File: config.mk
export PLATFORM = sky130hd
export DESIGN_NAME = prioritized_interrupt_controller
export DESIGN_NICKNAME = d
export VERILOG_FILES = /design/src/rtl/irq_ctrl_pkg.sv /design/src/rtl/prioritized_interrupt_controller.sv
export SDC_FILE = /design/constraint.sdc
export NUM_CORES = 2
export LEC_CHECK = 0
export ABC_AREA = 1
export BUFFER_PORTS_ARGS = -buffer_cell sky130_fd_sc_hd__buf_2
export CAP_MARGIN = 15
export CORE_MARGIN = 1
export CORE_UTILIZATION = 45
export CTS_CLUSTER_DIAMETER = 120
export DETAILED_ROUTE_END_ITERATION = 10
export GPL_TIMING_DRIVEN = 0
export HOLD_SLACK_MARGIN = 0.12
export SLEW_MARGIN = 20
export SYNTH_ARGS = -nofsm -noshare
export SYNTH_HDL_FRONTEND = slang
export SYNTH_SLANG_ARGS = --single-unit
File: constraint.sdc
create_clock -name clk -period 94.7 [get_ports clk]
set_input_delay 18.94 -clock clk [delete_from_list [all_inputs] [get_ports clk]]
set_output_delay 18.94 -clock clk [all_outputs]
set_load 0.1 [all_outputs]
File: src/rtl/irq_ctrl_pkg.sv
// Constants and register map of the prioritized interrupt controller
// How it works
// - Thirty-two byte-wide priority select registers, one per normal source.
// - Source n defaults to priority n; a lower value always wins.
// - Effective priority adds 64 times select bits 7:6 to the default.
// - Special exception defaults to -2, raised by 64 times its system field.
// - Software trap defaults to -1, raised by 64 times its own field.
// - Sources may be level-sensitive or pulse, chosen per source.
// - Active request on a level source while not active makes the interrupt pending.
// - A rising edge on the request also makes it pending.
// - Entering the service routine turns pending into active.
// - Level source on return: pending if line still high, else inactive.
// - Pulse source watched while active; a pulse then leaves it pending.
// - Writing one to a pending clear bit clears that pending flag.
// - A lone pending interrupt is dispatched to the core at once.
// - Simultaneous requests: best priority first, the other after return.
// - A lower-priority request waits until current handling ends.
// - A higher-priority request preempts and nests inside the current one.
// - Software trap may be set or cancelled during service, delivered later.
// - Trap set bit reads pending, clears on entry; writing zero does nothing.
// - Enable bit gates dispatch of each normal source; an asserted source pends while disabled and is sent once enabled.
// - Control status register shows read-only seven-bit vector of handled interrupt.
package irq_ctrl_pkg;
  localparam int NUM_SRC = 32;
  localparam int PRI_W = 10;
  localparam int DEPTH_W = 6;
  localparam logic [7:0] OFF_CTRL_STATUS = 8'h00;
  localparam logic [7:0] OFF_ENABLE = 8'h10;
  localparam logic [7:0] OFF_PEND_SET = 8'h18;
  localparam logic [7:0] OFF_PEND_CLEAR = 8'h1C;
  localparam logic [7:0] OFF_PRI_SEL_FIRST = 8'h40;
  localparam logic [7:0] OFF_PRI_SEL_LAST = 8'h5C;
  localparam logic [7:0] OFF_SYS_PRI_SEL = 8'h60;
  localparam logic [7:0] OFF_SRC_MODE = 8'h80;
  localparam int CS_SOFT_RESET_BIT = 31;
  localparam int CS_TRAP_SET_BIT = 26;
  localparam int CS_TRAP_CLEAR_BIT = 25;
  localparam int CS_VEC_LSB = 0;
  localparam int SYS_SPECIAL_FIELD_LSB = 14;
  localparam int SYS_SOFT_FIELD_LSB = 6;
  localparam int SEL_FIELD_LSB = 6;
  localparam logic [31:0] RESET_ENABLE = 32'h0000_0000;
  localparam logic [31:0] RESET_MODE = 32'h0000_0000;
  localparam logic [7:0] RESET_PRI_SEL = 8'h00;
  localparam logic [6:0] VEC_NONE = 7'h00;
  localparam logic [6:0] VEC_SPECIAL = 7'h02;
  localparam logic [6:0] VEC_SOFT = 7'h0E;
  localparam logic [6:0] VEC_FIRST_SRC = 7'h40;
  localparam logic signed [PRI_W-1:0] PRI_SPECIAL_BASE = -10'sd2;
  localparam logic signed [PRI_W-1:0] PRI_SOFT_BASE = -10'sd1;
  localparam logic signed [PRI_W-1:0] PRI_IDLE = 10'sh1FF;
  localparam logic signed [PRI_W-1:0] PRI_STEP = 10'sd64;
  localparam int IDX_SPECIAL = 32;
  localparam int IDX_SOFT = 33;
  localparam int NUM_ALL = 34;
endpackage

File: src/rtl/prioritized_interrupt_controller.sv
// Interrupt controller: source state, arbitration, nesting and APB registers
module prioritized_interrupt_controller
  import irq_ctrl_pkg::*;
(
  input wire logic clk,
  input wire logic srst,
  input wire logic psel,
  input wire logic penable,
  input wire logic pwrite,
  input wire logic [7:0] paddr,
  input wire logic [31:0] pwdata,
  input wire logic [3:0] pstrb,
  output logic [31:0] prdata,
  output logic pready,
  output logic pslverr,
  input wire logic [irq_ctrl_pkg::NUM_SRC-1:0] irq_src,
  input wire logic special_high_interrupt,
  output logic irq_req,
  output logic [6:0] irq_vector,
  input wire logic irq_ack,
  input wire logic irq_return,
  output logic soft_reset_req
);
  import irq_ctrl_pkg::*;

  logic [NUM_SRC-1:0] enable_q;
  logic [NUM_SRC-1:0] mode_pulse_q;
  logic [7:0] pri_sel_q [NUM_SRC];
  logic [31:0] sys_sel_q;
  logic [NUM_ALL-1:0] pend_q;
  logic [NUM_ALL-1:0] active_q;
  logic [NUM_ALL-1:0] pulse_seen_q;
  logic [NUM_ALL-1:0] line_prev_q;
  logic [6:0] cur_vec_q;
  logic [DEPTH_W-1:0] depth_q;
  logic [5:0] stack_q [NUM_ALL];
  logic signed [PRI_W-1:0] pri_stack_q [NUM_ALL];
  logic signed [PRI_W-1:0] cur_pri_q;
  logic [5:0] cur_idx_q;
  logic req_q;
  logic [5:0] req_idx_q;
  logic [NUM_ALL-1:0] line;
  logic [NUM_ALL-1:0] eligible;
  logic signed [PRI_W-1:0] pri [NUM_ALL];
  logic signed [PRI_W-1:0] best_pri;
  logic [5:0] best_idx;
  logic best_valid;
  logic wr_access;
  logic rd_access;
  logic addr_ok;
  logic [NUM_ALL-1:0] pend_set_sw;
  logic [NUM_ALL-1:0] pend_clr_sw;
  logic [5:0] ret_idx;
  logic [31:0] rdata_d;
  logic [NUM_ALL-1:0] rise_vec;
  logic [NUM_ALL-1:0] pulse_kind;
  logic [NUM_ALL-1:0] hw_set;
  logic [NUM_ALL-1:0] take_hit;
  logic [NUM_ALL-1:0] ret_hit;
  logic [6:0] best_vec;

  // Special line and trap share the per-source machinery; trap has no line
  assign line = {1'b0, special_high_interrupt, irq_src};

  always_comb
  begin
    for (int i = 0; i < NUM_SRC; i++)
    begin
      pri[i] = PRI_W'(i) + $signed({2'b00, pri_sel_q[i][SEL_FIELD_LSB +: 2], 6'h00});
    end
    pri[IDX_SPECIAL] = PRI_SPECIAL_BASE
      + $signed({2'b00, sys_sel_q[SYS_SPECIAL_FIELD_LSB +: 2], 6'h00});
    pri[IDX_SOFT] = PRI_SOFT_BASE
      + $signed({2'b00, sys_sel_q[SYS_SOFT_FIELD_LSB +: 2], 6'h00});
  end

  // Normal sources gated by their enable; system sources always allowed
  assign eligible = pend_q & ~active_q & {2'b11, enable_q};

  always_comb
  begin
    best_pri = cur_pri_q;
    best_idx = 6'h00;
    best_valid = 1'b0;
    for (int i = 0; i < NUM_ALL; i++)
    begin
      if (eligible[i] && (pri[i] < best_pri))
      begin
        best_pri = pri[i];
        best_idx = 6'(i);
        best_valid = 1'b1;
      end
    end
  end

  assign wr_access = psel && penable && pwrite;
  assign rd_access = psel && penable && !pwrite;

  // Holes and misaligned addresses answer with an error; a misaligned address inside the select range still writes that select word
  always_comb
  begin
    case (paddr)
      OFF_CTRL_STATUS, OFF_ENABLE, OFF_PEND_SET, OFF_PEND_CLEAR, OFF_SYS_PRI_SEL, OFF_SRC_MODE:
        addr_ok = 1'b1;
      default:
        addr_ok = (paddr[1:0] == 2'b00) && (paddr >= OFF_PRI_SEL_FIRST)
          && (paddr <= OFF_PRI_SEL_LAST);
    endcase
  end

  always_comb
  begin
    case (best_idx)
      6'(IDX_SPECIAL): best_vec = VEC_SPECIAL;
      6'(IDX_SOFT): best_vec = VEC_SOFT;
      default: best_vec = VEC_FIRST_SRC + 7'(best_idx);
    endcase
  end

  always_comb
  begin
    pend_set_sw = '0;
    pend_clr_sw = '0;
    if (wr_access && pstrb == 4'hF)
    begin
      if (paddr == OFF_PEND_SET)
        pend_set_sw[NUM_SRC-1:0] = pwdata;
      if (paddr == OFF_PEND_CLEAR)
        pend_clr_sw[NUM_SRC-1:0] = pwdata;
      if (paddr == OFF_CTRL_STATUS)
      begin
        pend_set_sw[IDX_SOFT] = pwdata[CS_TRAP_SET_BIT];
        pend_clr_sw[IDX_SOFT] = pwdata[CS_TRAP_CLEAR_BIT];
      end
    end
  end

  assign ret_idx = cur_idx_q;

  // Special line is always edge-driven; trap has no line at all
  assign pulse_kind = {1'b0, 1'b1, mode_pulse_q};
  assign rise_vec = line & ~line_prev_q;

  always_comb
  begin
    for (int i = 0; i < NUM_ALL; i++)
    begin
      take_hit[i] = irq_ack && req_q && (req_idx_q == 6'(i));
      ret_hit[i] = irq_return && (depth_q != '0) && (ret_idx == 6'(i));
      hw_set[i] = (rise_vec[i] && !pend_q[i])
        || (line[i] && !pulse_kind[i] && !active_q[i]);
    end
  end

  always_ff @(posedge clk)
  begin
    if (srst)
      line_prev_q <= '0;
    else
      line_prev_q <= line;
  end

  // Hardware set wins over software clear in the same cycle
  always_ff @(posedge clk)
  begin
    if (srst)
      pend_q <= '0;
    else
    begin
      for (int i = 0; i < NUM_ALL; i++)
      begin
        if (take_hit[i])
          pend_q[i] <= hw_set[i] && pulse_kind[i];
        else if (ret_hit[i] && pulse_kind[i])
          pend_q[i] <= pend_q[i] || pulse_seen_q[i] || rise_vec[i];
        else if (ret_hit[i])
          pend_q[i] <= pend_q[i] || line[i];
        else if (hw_set[i] || pend_set_sw[i])
          pend_q[i] <= 1'b1;
        else if (pend_clr_sw[i])
          pend_q[i] <= 1'b0;
      end
    end
  end

  always_ff @(posedge clk)
  begin
    if (srst)
      active_q <= '0;
    else
    begin
      for (int i = 0; i < NUM_ALL; i++)
      begin
        if (take_hit[i])
          active_q[i] <= 1'b1;
        else if (ret_hit[i])
          active_q[i] <= 1'b0;
      end
    end
  end

  // A pulse during service is remembered so the return can re-pend it
  always_ff @(posedge clk)
  begin
    if (srst)
      pulse_seen_q <= '0;
    else
    begin
      for (int i = 0; i < NUM_ALL; i++)
      begin
        if (take_hit[i] || ret_hit[i])
          pulse_seen_q[i] <= 1'b0;
        else if (active_q[i] && pulse_kind[i] && rise_vec[i])
          pulse_seen_q[i] <= 1'b1;
      end
    end
  end

  // Request toward the core; re-evaluated every cycle until taken
  always_ff @(posedge clk)
  begin
    if (srst)
    begin
      req_q <= 1'b0;
      req_idx_q <= 6'h00;
      irq_vector <= VEC_NONE;
    end
    else if (irq_ack && req_q)
    begin
      req_q <= 1'b0;
    end
    else
    begin
      req_q <= best_valid;
      req_idx_q <= best_idx;
      irq_vector <= best_vec;
    end
  end

  assign irq_req = req_q;

  // Nesting stack of interrupted levels; one slot per source, so it never overflows
  always_ff @(posedge clk)
  begin
    if (srst)
    begin
      for (int i = 0; i < NUM_ALL; i++)
      begin
        stack_q[i] <= 6'h00;
        pri_stack_q[i] <= PRI_IDLE;
      end
    end
    else if (irq_ack && req_q)
    begin
      stack_q[depth_q] <= cur_idx_q;
      pri_stack_q[depth_q] <= cur_pri_q;
    end
  end

  always_ff @(posedge clk)
  begin
    if (srst)
      depth_q <= '0;
    else if (irq_ack && req_q)
      depth_q <= depth_q + 1'b1;
    else if (irq_return && depth_q != '0)
      depth_q <= depth_q - 1'b1;
  end

  always_ff @(posedge clk)
  begin
    if (srst)
    begin
      cur_pri_q <= PRI_IDLE;
      cur_idx_q <= 6'h00;
      cur_vec_q <= VEC_NONE;
    end
    else if (irq_ack && req_q)
    begin
      cur_idx_q <= req_idx_q;
      cur_pri_q <= pri[req_idx_q];
      cur_vec_q <= irq_vector;
    end
    else if (irq_return && depth_q != '0)
    begin
      cur_idx_q <= stack_q[depth_q - 1'b1];
      cur_pri_q <= pri_stack_q[depth_q - 1'b1];
      if (depth_q == 6'd1)
        cur_vec_q <= VEC_NONE;
      else if (stack_q[depth_q - 1'b1] == 6'(IDX_SPECIAL))
        cur_vec_q <= VEC_SPECIAL;
      else if (stack_q[depth_q - 1'b1] == 6'(IDX_SOFT))
        cur_vec_q <= VEC_SOFT;
      else
        cur_vec_q <= VEC_FIRST_SRC + 7'(stack_q[depth_q - 1'b1]);
    end
  end

  // Word-only registers ignore partial strobes rather than merge lanes
  always_ff @(posedge clk)
  begin
    if (srst)
    begin
      enable_q <= RESET_ENABLE;
      mode_pulse_q <= RESET_MODE;
    end
    else if (wr_access && pstrb == 4'hF)
    begin
      if (paddr == OFF_ENABLE)
        enable_q <= pwdata;
      if (paddr == OFF_SRC_MODE)
        mode_pulse_q <= pwdata;
    end
  end

  // Priority selects take byte lanes, one select per lane
  always_ff @(posedge clk)
  begin
    if (srst)
    begin
      sys_sel_q <= 32'h0000_0000;
      for (int i = 0; i < NUM_SRC; i++)
        pri_sel_q[i] <= RESET_PRI_SEL;
    end
    else if (wr_access)
    begin
      for (int b = 0; b < 4; b++)
      begin
        if (pstrb[b] && paddr == OFF_SYS_PRI_SEL)
          sys_sel_q[8*b +: 8] <= pwdata[8*b +: 8];
        if (pstrb[b] && paddr >= OFF_PRI_SEL_FIRST && paddr <= OFF_PRI_SEL_LAST)
          pri_sel_q[{paddr[4:2], 2'(b)}] <= pwdata[8*b +: 8];
      end
    end
  end

  always_comb
  begin
    rdata_d = 32'h0000_0000;
    case (paddr)
      OFF_CTRL_STATUS:
      begin
        rdata_d[CS_TRAP_SET_BIT] = pend_q[IDX_SOFT];
        rdata_d[CS_TRAP_CLEAR_BIT] = pend_q[IDX_SOFT];
        rdata_d[CS_VEC_LSB +: 7] = cur_vec_q;
      end
      OFF_ENABLE: rdata_d = enable_q;
      OFF_PEND_SET: rdata_d = pend_q[NUM_SRC-1:0];
      OFF_PEND_CLEAR: rdata_d = pend_q[NUM_SRC-1:0];
      OFF_SYS_PRI_SEL: rdata_d = sys_sel_q;
      OFF_SRC_MODE: rdata_d = mode_pulse_q;
      default:
      begin
        if (paddr >= OFF_PRI_SEL_FIRST && paddr <= OFF_PRI_SEL_LAST)
          rdata_d = {pri_sel_q[{paddr[4:2], 2'd3}], pri_sel_q[{paddr[4:2], 2'd2}],
                     pri_sel_q[{paddr[4:2], 2'd1}], pri_sel_q[{paddr[4:2], 2'd0}]};
      end
    endcase
  end

  // Zero-wait slave: answer registered during setup, shown in the access cycle
  always_ff @(posedge clk)
  begin
    if (srst)
    begin
      pready <= 1'b0;
      pslverr <= 1'b0;
    end
    else
    begin
      pready <= psel && !penable;
      pslverr <= psel && !penable && !addr_ok;
    end
  end

  // Read data is zero outside a read so stale values never leak
  always_ff @(posedge clk)
  begin
    if (srst)
      prdata <= 32'h0000_0000;
    else
      prdata <= (psel && !penable && !pwrite && addr_ok) ? rdata_d : 32'h0000_0000;
  end

  always_ff @(posedge clk)
  begin
    if (srst)
      soft_reset_req <= 1'b0;
    else
      soft_reset_req <= wr_access && paddr == OFF_CTRL_STATUS && pstrb[3]
        && pwdata[CS_SOFT_RESET_BIT];
  end

  logic unused_rd;
  assign unused_rd = rd_access;
endmodule // prioritized_interrupt_controller

==> results by group <==
Status
  • Status: finished, final reports clean

Die
  • Core area: 159000 um2
  • Row Count: 146
  • Die area: 162000 um2
  • I/O pin cnt: 127
  • Die X: 403 um
  • Height of the die: 403 um
  • Initial Utilization: 45.5%

Power and ir drop
  • Leakage: 28.1 nW
  • Worst vdd ir: 25.1 uV
  • Cell Pwr Density: 28.7 nW/um2

Clock network
  • Clock Pin Slew Worst Setup and Hold Paths: 0.06 ns
  • Max Root-Sink Buffers: 3
  • CTS tree: done
  • Worst-skew pair later-pin latency: 0.85 ns
  • Cts bufs inserted: 170
  • Hold_buf cts: 0
  • Post-CTS setup repair buffer count: 0
  • # clock sinks: 1587
  • Clock tree root buffer cell: clkbuf_16
  • # resized after CTS: 0
  • # H-tree levels: 4

Job
  • Max-cap violations: 0

Drt
  • DRC violations left: 0
  • Iter 0 DRT Violations: 9146
  • Wire per inst: 34.1 um
  • Drt pass-1 iters: 7
  • Drt via density: 6.45
  • Vias: 64300
  • Post-route ant nets: 0
  • Drt total wl: 339000 um

Layout
  • Nets: 7906
  • Area delta synth->final: 14.0%
  • Post-route insts no fill: 9965
  • Share of layout cells above drive strength 1: 8.59%

Timing
  • Worst slew pin tran: 1.35 ns
  • Final Hold Viols: 0
  • Worst clock skew: 0.0534 ns
  • RSZ-0062 raised after global routing: no
  • Slew headroom: 9.91%
  • Final Critical Period: 39.53 ns
  • Slew Limit Fails: 0
  • Final worst-path cycle share: 41.7%
  • Fmax: 25.3 MHz
  • Final setup viols: 0
  • Setup_tns: 0 ns

Yosys
  • Syn Area/Cell: 9.77 um2
  • Flops & latches, synth: 1587
  • Post-synth EDFFs: 1280
  • Post-synth ARST share: 0%
  • Synth top cells by count: 1545 x nor2_1, 1280 x edfxtp_1, 927 x nand2_1
  • Post-synthesis cell area: 72400 um2
  • Share of the synthesized area in the top cell type: 53.1%
  • Post-synth cell types: 63
  • Syn_nets: 7562
  • Top-count cell post-synth: nor2_1
  • Yosys Warn Count: 0
  • Seq/Total Area, Yosys: 61.6%
  • Top cells by area, synth: edfxtp_1 53%, dfxtp_1 8.5%, nor2_1 8.0%, o21ai_0 5.5%, nand2_1 4.8%
  • Mapped Cells: 7404
  • Top FF cell, synth: edfxtp_1
  • Synth area leader: edfxtp_1

Placement
  • Dpl cells: 9647
  • Placer Congestion: 1.03
  • PortBufs: 126
  • Post-DP HPWL: 246000 um

Critical path
  • Worst setup path category: reg -> reg
  • Data required time at the worst endpoint: 95.34 ns
  • Type of origin of the critical path: flip-flop
  • Worst stage delay on the critical path: 0.53 ns
  • Most common cell on crit path: nand2_1
  • Delay-heaviest family, CP: compound AO/OA/AOI/OAI gates
  • CP endpoint kind: flip-flop
  • Worst Setup SP: cur_pri_q[7]
  • Worst EP arrival: 40.17 ns
  • Bufs and invs on worst path: 34
  • Maximum fanout along the worst path: 10
  • Critical R2R Launch: cur_pri_q[7]
  • Max stage delay cell, worst path: o21ai_0
  • R2R Setup Slk: 55.17 ns

Global route
  • Largest net degree at the start of global routing: 33
  • Initial antenna violation count: 16
  • Total Routing Usage GR: 41.0%
  • Number of global-route vias before repair: 61000
  • First-pass GRT wire length: 463000 um
  • GRT overflow: 0

Min path
  • Hold wc startpoint: active_q[33]
  • Hold Path Class: reg -> reg
logic make-up (layout without fill, tap and decap cells):
group           Yosys count  after routing  synth area share [%]
compound gates         1799           1799                  15.0
xor+xnor                  2              2                0.0242
fa+ha+maj                74             74                  1.28
flops                  1587           1587                  61.6
other cells               0              8                     0
buf+inv                1006           1487                  5.39
simple gates           2936           2936                  16.7
flip-flops by register name, summed over array words and instances (netlist names):
signal and flops:
pri_stack_q 640, stack_q 384, pri_sel_q 256, active_q 34
pend_q 34, line_prev_q 33, pulse_seen_q 33, enable_q 32
mode_pulse_q 32, prdata 32, sys_sel_q 32, cur_pri_q 10
cur_vec_q 7, irq_vector 7, cur_idx_q 6, depth_q 6
req_idx_q 5, irq_req 1, pready 1, pslverr 1
soft_reset_req 1
layer usage:
layer | global-route usage [%] | wire, um | up-vias
met1 | 47.0 | 114000 | 30900
met2 | 63.4 | 149000 | 4984
met5 | 0 | 99 | -
met4 | 37.5 | 37500 | 14
met3 | 9.86 | 38100 | 1435
li1 | - | - | 27000
layout make-up:
type                       instances  area (um2)
fill                           14700       76400
clock buffer                     214        4440
clock inverter                    95        1030
buffer                           437        1800
inverter                         569        2140
sequential                      1587       44600
timing repair buffer             172        1550
multi-input combinational       4811       24400
tap                             2072        2590
antenna                            8        20.0
path summary, 6_finish.rpt:
check	to	cells after the start
max	irq_req	255
min	active_q[33]	2
max reg2reg	irq_req	255
min reg2reg	active_q[33]	2
report_power, final:
group	internal (mW)	switching [mW]
clock network	0.369	0.302
registers	0.765	0.0137
logic	0.192	0.726
worst register-to-register path, delay by kind of cell (launching register included):
family | cells | cell delay (ns)
adders and majority gates | 33 | 9.98
buffers and inverters | 34 | 4.63
and+or+nand+nor | 127 | 11.62
DFF | 1 | 0.42
AOI/OAI and AO/OA | 61 | 12.69
cells in the final DEF (no fill, tap or decap), types with 9 or more instances in the layout:
cell       count
o2111ai_1     25
buf_6         15
clkinv_2      20
o22ai_1      263
buf_4         16
buf_2        138
clkbuf_16    170
edfxtp_1    1280
nor2_4        37
o221ai_1     186
nor2_2        27
a21oi_1      210
nor4_1        64
clkinv_1      55
dfxtp_1      307
nand2_4       11
o21ai_0      802
nor2_1      1483
a211oi_1      35
bufinv_16     12
inv_2         38
nand2_2       48
buf_16        24
a221oi_1      41
clkbuf_1     394
o211ai_1      50
a22oi_1       15
or2_2         14
nor3_1        75
clkbuf_2      24
nand2_1      911
nor3_2         9
o31ai_1       21
ha_1          74
nand3_1      183
a31oi_1       98
nor4_2        11
inv_1        515
nand4_1       33
buf_1         30
per-stage QoR:
step           cell area, um2  hold WS, ns  util (%)  total power, mW  setup WS [ns]
2_1_floorplan           72400        0.441         -             1.21          62.60
3_3_place_gp            75600        0.452      47.6             1.64          55.70
3_5_place_dp            77000        0.457      48.4             1.64          55.62
4_1_cts                 82500        0.466      51.9             2.30          55.44
5_1_grt                 82500        0.503      51.9             2.39          51.29
6_report                82500        0.469      51.9             2.37          55.17
No activity file was read; power rests on OpenSTA's default activity.
